### src/pkg/gpio_port_map.vh
// constants for the gpio port with pin multiplexer
// assumes inclusion by bare name from each design file
`ifndef GPIO_PORT_MAP_VH
`define GPIO_PORT_MAP_VH

// ------------------------------------------------
// pin and port geometry
// ------------------------------------------------
`define NPINS        42
`define PORT_W       12
`define PORT_SEL_W   2
`define PIN_IDX_W    6

// ------------------------------------------------
// pin configuration word layout
// ------------------------------------------------
`define CFG_W        5
`define CFG_FUNC_LO  0
`define CFG_FUNC_HI  1
`define CFG_PU_BIT   2
`define CFG_PD_BIT   3
`define CFG_HYS_BIT  4

// ------------------------------------------------
// function select codes
// ------------------------------------------------
`define FUNC_PORT    2'h0
`define FUNC_ALT1    2'h1
`define FUNC_ALT2    2'h2
`define FUNC_ANALOG  2'h3

// ------------------------------------------------
// reset values
// ------------------------------------------------
`define CFG_RST_PU   5'h04
`define CFG_RST_I2C  5'h00
`define I2C_PIN_A    4
`define I2C_PIN_B    5
`define DIR_RST      42'h000_0000_0000
`define OUT_RST      42'h000_0000_0000

`endif

### src/design/gpio_pin_sense.v
// input synchroniser and edge finder for all pads
// assumes pad inputs are asynchronous to clk_sys
`timescale 1ns/1ps
`include "gpio_port_map.vh"

module gpio_pin_sense (
  input  wire              clk_sys,   // system clock
  input  wire              rst,       // async reset, active high
  input  wire [`NPINS-1:0] pad_raw,   // raw pad levels
  output wire [`NPINS-1:0] pin_lvl,   // synchronised level
  output wire [`NPINS-1:0] pin_rise,  // one-cycle rising pulse
  output wire [`NPINS-1:0] pin_fall   // one-cycle falling pulse
);

  // ------------------------------------------------
  // synchroniser and history
  // ------------------------------------------------
  reg [`NPINS-1:0] meta_ff;  // first stage, read only by sync_ff
  reg [`NPINS-1:0] sync_ff;  // second stage
  reg [`NPINS-1:0] hist_ff;  // previous synchronised level

  // two flops then history; edge logic never sees meta_ff
  always @(posedge clk_sys or posedge rst) begin
    if (rst) begin
      meta_ff <= {`NPINS{1'b0}};
      sync_ff <= {`NPINS{1'b0}};
      hist_ff <= {`NPINS{1'b0}};
    end else begin
      meta_ff <= pad_raw;
      sync_ff <= meta_ff;
      hist_ff <= sync_ff;
    end
  end

  // ------------------------------------------------
  // edge pulses, one per transition
  // ------------------------------------------------
  assign pin_lvl  = sync_ff;
  assign pin_rise = sync_ff & ~hist_ff;
  assign pin_fall = ~sync_ff & hist_ff;

endmodule

### src/design/gpio_port_with_pin_mux.v
// gpio port with per-pin function multiplexer and pin interrupts
// assumes all control inputs are synchronous to clk_sys
// and that strobes are single-cycle pulses
`timescale 1ns/1ps
`include "gpio_port_map.vh"

// What this block does
// - per-pin direction, changeable any time
// - one write sets or clears chosen bits
// - one write loads a whole port
// - level, rising, falling or both-edge interrupts
// - detection sees pad in any function but analog
// - enabled flags merge onto one interrupt line
// - reset: inputs, pull-up from the first edge after release, except i2c pins
// - per-pin pull-up or pull-down select
// - per-pad hysteresis enable
// - config selects port or peripheral function
// - analog mode disables digital pad section
module gpio_port_with_pin_mux (
  input  wire                   clk_sys,       // system clock
  input  wire                   rst,           // async reset, active high
  // direction and output writes
  input  wire                   dir_wr,        // pulse: load direction of a port
  input  wire [`PORT_SEL_W-1:0] dir_port,      // port for dir_wr
  input  wire [`PORT_W-1:0]     dir_wdata,     // 1 = output
  input  wire                   out_wr,        // pulse: load whole port value
  input  wire [`PORT_SEL_W-1:0] out_port,      // port for out_wr
  input  wire [`PORT_W-1:0]     out_wdata,     // new port value
  input  wire                   out_set_wr,    // pulse: set masked bits
  input  wire                   out_clr_wr,    // pulse: clear masked bits
  input  wire [`NPINS-1:0]      out_mask,      // bits to set or clear
  // pin configuration writes
  input  wire                   cfg_wr,        // pulse: write one pin config
  input  wire [`PIN_IDX_W-1:0]  cfg_pin,       // pin index
  input  wire [`CFG_W-1:0]      cfg_wdata,     // hys, pd, pu, func
  // interrupt setup
  input  wire [`NPINS-1:0]      irq_level_sel, // 1 = level sensitive
  input  wire [`NPINS-1:0]      irq_both,      // 1 = both edges
  input  wire [`NPINS-1:0]      irq_polarity,  // 1 = high / rising
  input  wire [`NPINS-1:0]      irq_enable,    // per-pin enable
  input  wire                   irq_clr_wr,    // pulse: clear edge flags
  input  wire [`NPINS-1:0]      irq_clr_mask,  // flags to clear
  // peripheral side
  input  wire [`NPINS-1:0]      alt1_out,      // peripheral 1 drive value
  input  wire [`NPINS-1:0]      alt1_oe,       // peripheral 1 drive enable
  input  wire [`NPINS-1:0]      alt2_out,      // peripheral 2 drive value
  input  wire [`NPINS-1:0]      alt2_oe,       // peripheral 2 drive enable
  output wire [`NPINS-1:0]      periph_in,     // synced pad level to peripherals
  // pad side
  input  wire [`NPINS-1:0]      pad_in,        // pad input level
  output reg  [`NPINS-1:0]      pad_out,       // pad output value
  output reg  [`NPINS-1:0]      pad_oe,        // 1 = pad driven
  output reg  [`NPINS-1:0]      pad_pull_up,   // pull-up enable
  output reg  [`NPINS-1:0]      pad_pull_dn,   // pull-down enable
  output reg  [`NPINS-1:0]      pad_hyst,      // hysteresis enable
  output reg  [`NPINS-1:0]      pad_analog,    // analog mode, digital off
  // status
  output wire [`NPINS-1:0]      port_in,       // synced pin levels
  output wire [`NPINS-1:0]      dir_state,     // current direction
  output wire [`NPINS-1:0]      out_state,     // current output latch
  output wire [`NPINS-1:0]      irq_flags,     // interrupt flags
  output reg                    irq            // to vectored_interrupt_controller
);

  // ------------------------------------------------
  // port select decode
  // ------------------------------------------------
  // widens a port-wide value onto the pin vector; bits past pin 41 drop
  function [`NPINS-1:0] port_place;
    input [`PORT_SEL_W-1:0] sel;
    input [`PORT_W-1:0]     val;
    reg   [4*`PORT_W-1:0]   wide;
    begin
      wide       = {(4*`PORT_W){1'b0}};
      wide       = {{(3*`PORT_W){1'b0}}, val} << (sel * `PORT_W);
      port_place = wide[`NPINS-1:0];
    end
  endfunction

  // ------------------------------------------------
  // state
  // ------------------------------------------------
  reg  [`NPINS-1:0] dir_ff;              // 1 = output
  reg  [`NPINS-1:0] out_ff;              // output latch
  reg  [`NPINS-1:0] flag_ff;             // interrupt flags
  reg  [`CFG_W-1:0] cfg_ff [0:`NPINS-1]; // per-pin config
  wire [`NPINS-1:0] dir_sel_mask;        // pins of dir_port
  wire [`NPINS-1:0] out_sel_mask;        // pins of out_port
  wire [`NPINS-1:0] nxt_dir;
  wire [`NPINS-1:0] nxt_out;
  wire [`NPINS-1:0] nxt_flag;
  wire [`NPINS-1:0] sync_lvl;            // from the synchroniser
  wire [`NPINS-1:0] sync_rise;
  wire [`NPINS-1:0] sync_fall;
  wire [`NPINS-1:0] analog_v;            // analog mode per pin
  wire [`NPINS-1:0] nxt_pad_out;
  wire [`NPINS-1:0] nxt_pad_oe;
  wire [`NPINS-1:0] nxt_pu;
  wire [`NPINS-1:0] nxt_pd;
  wire [`NPINS-1:0] nxt_hys;
  wire [`NPINS-1:0] edge_hit;            // qualifying edge this cycle
  wire [`NPINS-1:0] level_hit;           // active level this cycle
  integer           i;

  // ------------------------------------------------
  // direction and output latches
  // ------------------------------------------------
  assign dir_sel_mask = port_place(dir_port, {`PORT_W{1'b1}});
  assign out_sel_mask = port_place(out_port, {`PORT_W{1'b1}});

  // direction of one port, the others untouched
  assign nxt_dir = dir_wr ? ((dir_ff & ~dir_sel_mask) |
                             port_place(dir_port, dir_wdata)) : dir_ff;

  // whole-port load first, then set and clear masks on top
  assign nxt_out = (((out_wr ? ((out_ff & ~out_sel_mask) |
                                port_place(out_port, out_wdata))
                             : out_ff)
                    | (out_set_wr ? out_mask : {`NPINS{1'b0}}))
                    & ~(out_clr_wr ? out_mask : {`NPINS{1'b0}}));

  // latches reset to all-input, output low
  always @(posedge clk_sys or posedge rst) begin
    if (rst) begin
      dir_ff <= `DIR_RST;
      out_ff <= `OUT_RST;
    end else begin
      dir_ff <= nxt_dir;
      out_ff <= nxt_out;
    end
  end

  // ------------------------------------------------
  // pin configuration store
  // ------------------------------------------------
  // reset gives pull-up on every pin but the two i2c pads
  always @(posedge clk_sys or posedge rst) begin
    if (rst) begin
      for (i = 0; i < `NPINS; i = i + 1) begin
        if (i == `I2C_PIN_A || i == `I2C_PIN_B) begin
          cfg_ff[i] <= `CFG_RST_I2C;
        end else begin
          cfg_ff[i] <= `CFG_RST_PU;
        end
      end
    end else begin
      // out-of-range index is ignored
      for (i = 0; i < `NPINS; i = i + 1) begin
        if (cfg_wr && cfg_pin == i[`PIN_IDX_W-1:0]) begin
          cfg_ff[i] <= cfg_wdata;
        end
      end
    end
  end

  // ------------------------------------------------
  // per-pin function multiplexer
  // ------------------------------------------------
  genvar g;
  generate
    for (g = 0; g < `NPINS; g = g + 1) begin : pin_mux
      wire [1:0] func = cfg_ff[g][`CFG_FUNC_HI:`CFG_FUNC_LO];
      assign analog_v[g] = (func == `FUNC_ANALOG);
      // port, one of two peripherals, or nothing when analog
      assign nxt_pad_oe[g]  = (func == `FUNC_PORT) ? dir_ff[g]  :
                              (func == `FUNC_ALT1) ? alt1_oe[g] :
                              (func == `FUNC_ALT2) ? alt2_oe[g] :
                              1'b0;
      assign nxt_pad_out[g] = (func == `FUNC_PORT) ? out_ff[g]   :
                              (func == `FUNC_ALT1) ? alt1_out[g] :
                              (func == `FUNC_ALT2) ? alt2_out[g] :
                              1'b0;
      // pulls and hysteresis are digital, so analog turns them off
      assign nxt_pu[g]  = cfg_ff[g][`CFG_PU_BIT]  & ~analog_v[g];
      assign nxt_pd[g]  = cfg_ff[g][`CFG_PD_BIT]  & ~analog_v[g];
      assign nxt_hys[g] = cfg_ff[g][`CFG_HYS_BIT] & ~analog_v[g];
    end
  endgenerate

  // pad controls from flops, one cycle behind config
  always @(posedge clk_sys or posedge rst) begin
    if (rst) begin
      pad_out     <= {`NPINS{1'b0}};
      pad_oe      <= {`NPINS{1'b0}};
      pad_pull_up <= {`NPINS{1'b0}};
      pad_pull_dn <= {`NPINS{1'b0}};
      pad_hyst    <= {`NPINS{1'b0}};
      pad_analog  <= {`NPINS{1'b0}};
    end else begin
      pad_out     <= nxt_pad_out;
      pad_oe      <= nxt_pad_oe;
      pad_pull_up <= nxt_pu;
      pad_pull_dn <= nxt_pd;
      pad_hyst    <= nxt_hys;
      pad_analog  <= analog_v;
    end
  end

  // ------------------------------------------------
  // input path and interrupt detection
  // ------------------------------------------------
  gpio_pin_sense u_sense (
    .clk_sys  (clk_sys),
    .rst      (rst),
    .pad_raw  (pad_in),
    .pin_lvl  (sync_lvl),
    .pin_rise (sync_rise),
    .pin_fall (sync_fall)
  );

  // analog pads read as zero and raise nothing
  assign port_in   = sync_lvl & ~analog_v;
  assign periph_in = port_in;

  // detection ignores the function select, only analog masks it
  assign edge_hit  = ~analog_v & ~irq_level_sel &
                     ((irq_both & (sync_rise | sync_fall)) |
                      (~irq_both & irq_polarity & sync_rise) |
                      (~irq_both & ~irq_polarity & sync_fall));
  assign level_hit = ~analog_v & irq_level_sel &
                     ~(sync_lvl ^ irq_polarity);

  // level flags follow the pin; edge flags stick, a new edge beats a clear
  assign nxt_flag = level_hit | edge_hit |
                    (flag_ff & ~irq_level_sel &
                     ~(irq_clr_wr ? irq_clr_mask : {`NPINS{1'b0}}));

  // flags and merged line
  always @(posedge clk_sys or posedge rst) begin
    if (rst) begin
      flag_ff <= {`NPINS{1'b0}};
      irq     <= 1'b0;
    end else begin
      flag_ff <= nxt_flag;
      irq     <= |(nxt_flag & irq_enable);
    end
  end

  assign irq_flags = flag_ff;
  assign dir_state = dir_ff;
  assign out_state = out_ff;

endmodule

### config.mk
export PLATFORM = sky130hd
export DESIGN_NAME = gpio_port_with_pin_mux
export DESIGN_NICKNAME = d
export VERILOG_FILES = /design/src/design/gpio_pin_sense.v /design/src/design/gpio_port_with_pin_mux.v
export VERILOG_INCLUDE_DIRS = /design/src /design/src/pkg
export SDC_FILE = /design/constraint.sdc
export NUM_CORES = 1
export LEC_CHECK = 0
export BUFFER_PORTS_ARGS = -buffer_cell sky130_fd_sc_hd__buf_2
export CORE_AREA = 3 3 373 375
export DETAILED_ROUTE_END_ITERATION = 8
export DIE_AREA = 0 0 376 378
export SKIP_CTS_REPAIR_TIMING = 1
export SLEW_MARGIN = 20
export SYNTH_ARGS = -nofsm -noshare
export SYNTH_HDL_FRONTEND = slang
export SYNTH_SLANG_ARGS = --single-unit
### constraint.sdc
create_clock -name clk_sys -period 46.6 [get_ports clk_sys]
set_input_delay 2.33 -clock clk_sys [delete_from_list [all_inputs] [get_ports clk_sys]]
set_output_delay 2.33 -clock clk_sys [all_outputs]
set_load 0.05 [all_outputs]
### Word level (Yosys, flattened, before mapping)

Index checks and enable logic that the tools add are counted.

| word-level totals | value |
|---|---|
| register bits after elaboration | 715 |
| input port bits | 509 |
| output and inout bits | 463 |
| logic and storage cells | 776 |

| operators by class | value |
|---|---|
| multiply operators | 2 |
| eq/ne operators | 167 |
| shift operators | 4 |
| mux-type cells | 256 |
| bitwise gates (word level) | 206 |
| reduce and logical (&&, ||, !) cells | 86 |

Operators with widths:

| operator | number |
|---|---|
| 42-bit bitwise AND | 18 |
| 42-bit NOT | 11 |
| 42-bit bitwise OR | 8 |
| 1-bit two-way mux | 252 |
| 2-bit equality test (second input constant) | 84 |
| 42-bit two-way mux | 4 |
| 1-bit bitwise AND | 126 |
| 6-bit by 5-bit equality test with 1-bit output (second input constant) | 16 |
| 2-bit by 1-bit equality test with 1-bit output (second input constant) | 42 |
| 2-bit zero test | 42 |
| 12-bit by 6-bit << shifter with 42-bit output | 2 |
| 12-bit by 6-bit << shifter with 42-bit output (first input constant) | 2 |
| 6-bit equality test (second input constant) | 10 |
| 6-bit by 4-bit equality test with 1-bit output (second input constant) | 8 |
| 1-bit logical AND | 42 |
| 1-bit NOT | 42 |
| 42-bit OR reduction | 1 |
| 42-bit bitwise XOR | 1 |
| 6-bit by 3-bit equality test with 1-bit output (second input constant) | 4 |
| 6-bit by 2-bit equality test with 1-bit output (second input constant) | 2 |
| 2-bit by 2-bit multiplier with 4-bit output (second input constant) | 2 |
| 6-bit by 1-bit equality test with 1-bit output (second input constant) | 1 |
| 6-bit zero test | 1 |

### Longest topological paths before layout

| logic depth | value |
|---|---|
| word-level depth | 11 |
| depth in mapped cells | 10 |
| mapped depth without buffers | 8 |

### By module

From an unflattened synthesis, not the netlist that was laid out.

| second synthesis, totals | value |
|---|---|
| cell total of the unflattened synthesis | 2411 |
| area total of the unflattened synthesis | 29833.6 µm² |

By module, submodules not included:

| module | times used | cells an instance | area an instance (µm²) | sequential area each (µm²) |
|---|---|---|---|---|
| gpio_port_with_pin_mux | 1 | 2200 | 25941.1 | 14789.2 |
| gpio_pin_sense | 1 | 211 | 3892.5 | 3153.0 |

### Worst setup path before layout

No wires, ideal clock.

| path | value |
|---|---|
| kind | input -> register |
| start | input port out_port[0] |
| end | register out_ff[28], in the netlist out_state[28] |
| arrival time | 4.229 ns |
| data required time | 46.463 ns |
| setup slack | 42.234 ns |
| cell stages on the path | 9 |
| cell sequence | clkbuf_1 -> buf_2 -> inv_1 -> ha_1 -> buf_1 -> mux2i_1 -> o21ai_0 -> a222oi_1 -> a21oi_1 |

| on the way | value |
|---|---|
| longest elaborated chain between the ends | 8 |
| elaborated cells between the ends (all ways) | 9 |

RTL lines:

| item | line | RTL |
|---|---|---|
| from (decl) | gpio_port_with_pin_mux.v:27 | `` input wire [`PORT_SEL_W-1:0] out_port, `` |
| 2-bit by 2-bit multiplier with 4-bit output (no line) * | -- |  |
| 12-bit by 6-bit << shifter with 42-bit output | gpio_port_with_pin_mux.v:75 | `` wide = {{(3*`PORT_W){1'b0}}, val} << (sel * `PORT_W); `` |
| 42-bit NOT | gpio_port_with_pin_mux.v:116 | `assign nxt_out = (((out_wr ? ((out_ff & ~out_sel_mask) \|` |
| 42-bit bitwise AND | gpio_port_with_pin_mux.v:116 |  |
| 42-bit bitwise OR * | gpio_port_with_pin_mux.v:116 |  |
| 42-bit two-way mux * | gpio_port_with_pin_mux.v:116 |  |
| 42-bit bitwise OR * | gpio_port_with_pin_mux.v:116 |  |
| 42-bit bitwise AND * | gpio_port_with_pin_mux.v:116 |  |
| named net nxt_out[28] | gpio_port_with_pin_mux.v:90 | `` wire [`NPINS-1:0] nxt_out; `` |
| to (signal assigned) | gpio_port_with_pin_mux.v:126 | `` out_ff <= `OUT_RST; `` |
| to (signal assigned) | gpio_port_with_pin_mux.v:129 | `out_ff <= nxt_out;` |
| to (decl) | gpio_port_with_pin_mux.v:84 | `` reg [`NPINS-1:0] out_ff; `` |

The timed path passes the listed nets; every way through them passes the cells marked *.
A chain may end at the register's enable or synchronous reset.

==> impl_metrics.toml <==
[logic_synthesis]
ys_seq_area_share_pct = 59.33
yosysWarningCount = 0
synth_enable_flop_cells = 0
synthArstFlopShare_pct = 100.0
synth_top_area_share_pct = 55.85
synth.most_common_cell = "dfrtp_1"
synthTopCellsByCount = "dfrtp_1, nand2_1, mux2_2, o21ai_0, inv_1"
synth_nets = 3075
synth.distinct_cells = 56
synth_cells = 2472
ys_seq_elements = 715
synthTopCellsByArea = "dfrtp_1, mux2_2, ha_1, dfstp_2, mux2i_1"
synth_top_flop_cell = "dfrtp_1"
syn_area_mm2 = 0.03024
synth.avg_cell_area_um2 = 12.23
synth_top_area_cell = "dfrtp_1"

[cts]
cts_tree = "built"
cts-buffers-inserted = 86
cts_root_buf = "clkbuf_16"
htree_num_levels = 3
clk_pin_slew_worst_paths_ns = 0.06
cts.sinks = 715
clock_latency_ns = 0.69
cts.path.max_buffers = 3

[sta]
finalSetupTns_ns = 0
max_freq_ghz = 0.1779
slew_violations = 0
fin_crit_ns = 5.621
worstMarginPinSlew_ns = 1.133
rsz0062_at_grt = "false"
slew_headroom_pct = 24.18
period_share_pct = 12.06
hold_violations = 0
finClkSkew_ns = 0.02669
setup_viol = 0

[pwr]
power.switching_uw = 693.4
p_int_mw = 1.261
vdd_drop_max_v = 0.00002817
clockPowerShare_pct = 36.8
p_leak_nw = 20.18
combPwrFrac_pct = 23.3
power_frac_seq_pct = 39.9
power.density_mw_per_mm2 = 48.50
p_sw_share_pct = 35.47

[outcome]
status = "completed"

[critical_path]
cp_max_fo = 133
reg2reg_depth = 8
worst_ep_required_time_ns = 47.33
path_class = "primary input to asynchronous set/reset pin"
critPathMaxStageDelay_ns = 0.80
critical-path-slowest-cell = "buf_4"
critPathArrivalTime_ns = 6.36
reg2reg_from = "u_sense.pin_lvl[33]"
startpoint_type = "primary input"
rr_endpoint = "irq"
worst-r2r-setup-slack_ns = 43.12
end_kind = "asynchronous set/reset pin"
cpMostUsedCell = "buf_4"
crit_chain = "buf_2 -> inv_8 -> buf_4 -> buf_4 -> buf_4 -> buf_4"

[layout]
multiInputGateArea_mm2 = 0.01127
area_growth_pct = 33.28
fillers = 14120
final_cells = 5349
drive_above_1_share_pct = 41.32
register_area_mm2 = 0.01794
nets = 4077

[floorplan]
rows = 135
start_util_pct = 22.30
core_area_mm2 = 0.1356
io_pins = 972
die_w_um = 376
die_area_mm2 = 0.1421
dieHeight_um = 378

[detailed_routing]
drt_iter0_drc = 1702
wl_per_cell_um = 28.10
via_per_inst = 4.565
first_pass_iters = 8
vias = 24420
ant_nets = 0
drt-total-wl_um = 150300
drc_errors = 0

[global_route]
overflow = 0
grt_pass1_wl_um = 200200
antenna_found_initial = 65
grt_usage_pct = 20.42
first_global_vias = 24600
grt_max_degree = 140

[worst_hold_path]
hold_depth = 0
hp-start = "u_sense.meta_ff[28]"
hold_end = "u_sense.pin_lvl[28]"
worstHoldPathType = "flip-flop to flip-flop"

[placed_design]
io_buffers = 971
dp.cells = 5166
gp_congestion = 0.9097
place_hpwl_um = 122000

[flow_run]
maxCapViolCount = 0
==> state kept, by name, indices dropped and copies added (netlist names) <==
| signal | count |
|---|---|
| cfg_ff | 210 |
| dir_state | 42 |
| irq | 1 |
| irq_flags | 42 |
| out_state | 42 |
| pad_analog | 42 |
| pad_hyst | 42 |
| pad_oe | 42 |
| pad_out | 42 |
| pad_pull_dn | 42 |
| pad_pull_up | 42 |
| u_sense.hist_ff | 42 |
| u_sense.meta_ff | 42 |
| u_sense.pin_lvl | 42 |
==> cell families (layout without fill, tap and decap cells) <==
family / after synthesis / count (layout) / synth area share (%)
DFF: 715 / 715 / 59.33
and+or+nand+nor: 603 / 603 / 9.781
AOI/OAI and AO/OA: 419 / 419 / 9.321
muxes: 356 / 356 / 12.86
buffers and inverters: 243 / 1314 / 3.599
adders and majority gates: 94 / 94 / 3.889
xor gates and xnor gates: 42 / 42 / 1.216
other: 0 / 25 / 0
==> worst max-delay path: cells and delay by family <==
kind | cells | cell delay [ns]
buffers and inverters | 6 | 3.80
==> layout make-up <==
| type | count | area share, % |
|---|---|---|
| diodes | 25 | 0.1552 |
| clock buffers | 120 | 6.131 |
| clock inverters | 37 | 1.347 |
| inverters | 139 | 1.313 |
| multi-input cells | 1514 | 27.95 |
| flip-flops and latches | 715 | 44.52 |
| well taps | 1781 | 5.529 |
| repair buffers | 1018 | 13.05 |
==> power by group through the flow <==
stage	Sequential (mW)	Clock (mW)	Combinational [mW]
floorplan	0.918	0	0.136
global placement	0.791	0	0.456
detailed placement	0.792	0	0.459
CTS	0.782	0.738	0.460
global route	0.788	0.764	0.481
finish	0.780	0.719	0.456
==> worst max path at each step <==
| stage | start | to | slack [ns] |
|---|---|---|---|
| final | rst | u_sense.hist_ff[12] | 40.98 |
| after global routing | rst | pad_pull_dn[30] | 40.34 |
| after CTS | rst | cfg_ff[173] | 40.82 |
| after detailed placement | rst | cfg_ff[128] | 40.05 |
| after global placement | rst | cfg_ff[128] | 40.11 |
| after floorplan | rst | cfg_ff[0] | 24.28 |
==> per-stage QoR <==
| stage | utilization (%) | power (mW) | area [um2] | setup slack (ns) | hold WS (ns) |
|---|---|---|---|---|---|
| 2_1_floorplan | - | 1.054 | 30240 | 24.28 | 0.3312 |
| 3_3_place_gp | 27.41 | 1.246 | 37180 | 40.11 | 0.3321 |
| 3_5_place_dp | 27.43 | 1.251 | 37200 | 40.05 | 0.3347 |
| 4_1_cts | 29.65 | 1.980 | 40210 | 40.82 | 0.3428 |
| 5_1_grt | 29.68 | 2.032 | 40260 | 40.34 | 0.3455 |
| 6_report | 29.72 | 1.955 | 40300 | 40.98 | 0.3422 |
==> placed cells by master, fill, tap and decap left out, types with 25 or more instances in the layout <==
cell type and n:
a21oi_1 57, a222oi_1 46, a32oi_1 38, and2_1 131, buf_2 966, buf_4 49, clkbuf_16 87, dfrtp_1 675
dfstp_2 40, diode_2 25, ha_1 94, inv_1 138, mux2_2 242, mux2i_1 104, nand2_1 255, nor2_1 75
nor2b_1 77, o21ai_0 156, xnor2_1 42
==> per-layer routing <==
metal / up-vias / track usage [%] / wire (um)
met2: 1023 / 33.78 / 71470
met4: 42 / 6.652 / 4659
li1: 10640 / - / -
met5: - / 0 / 276
met3: 246 / 5.229 / 10590
met1: 12470 / 26.03 / 63340
Note: power is estimated with default switching activity, not from simulation.
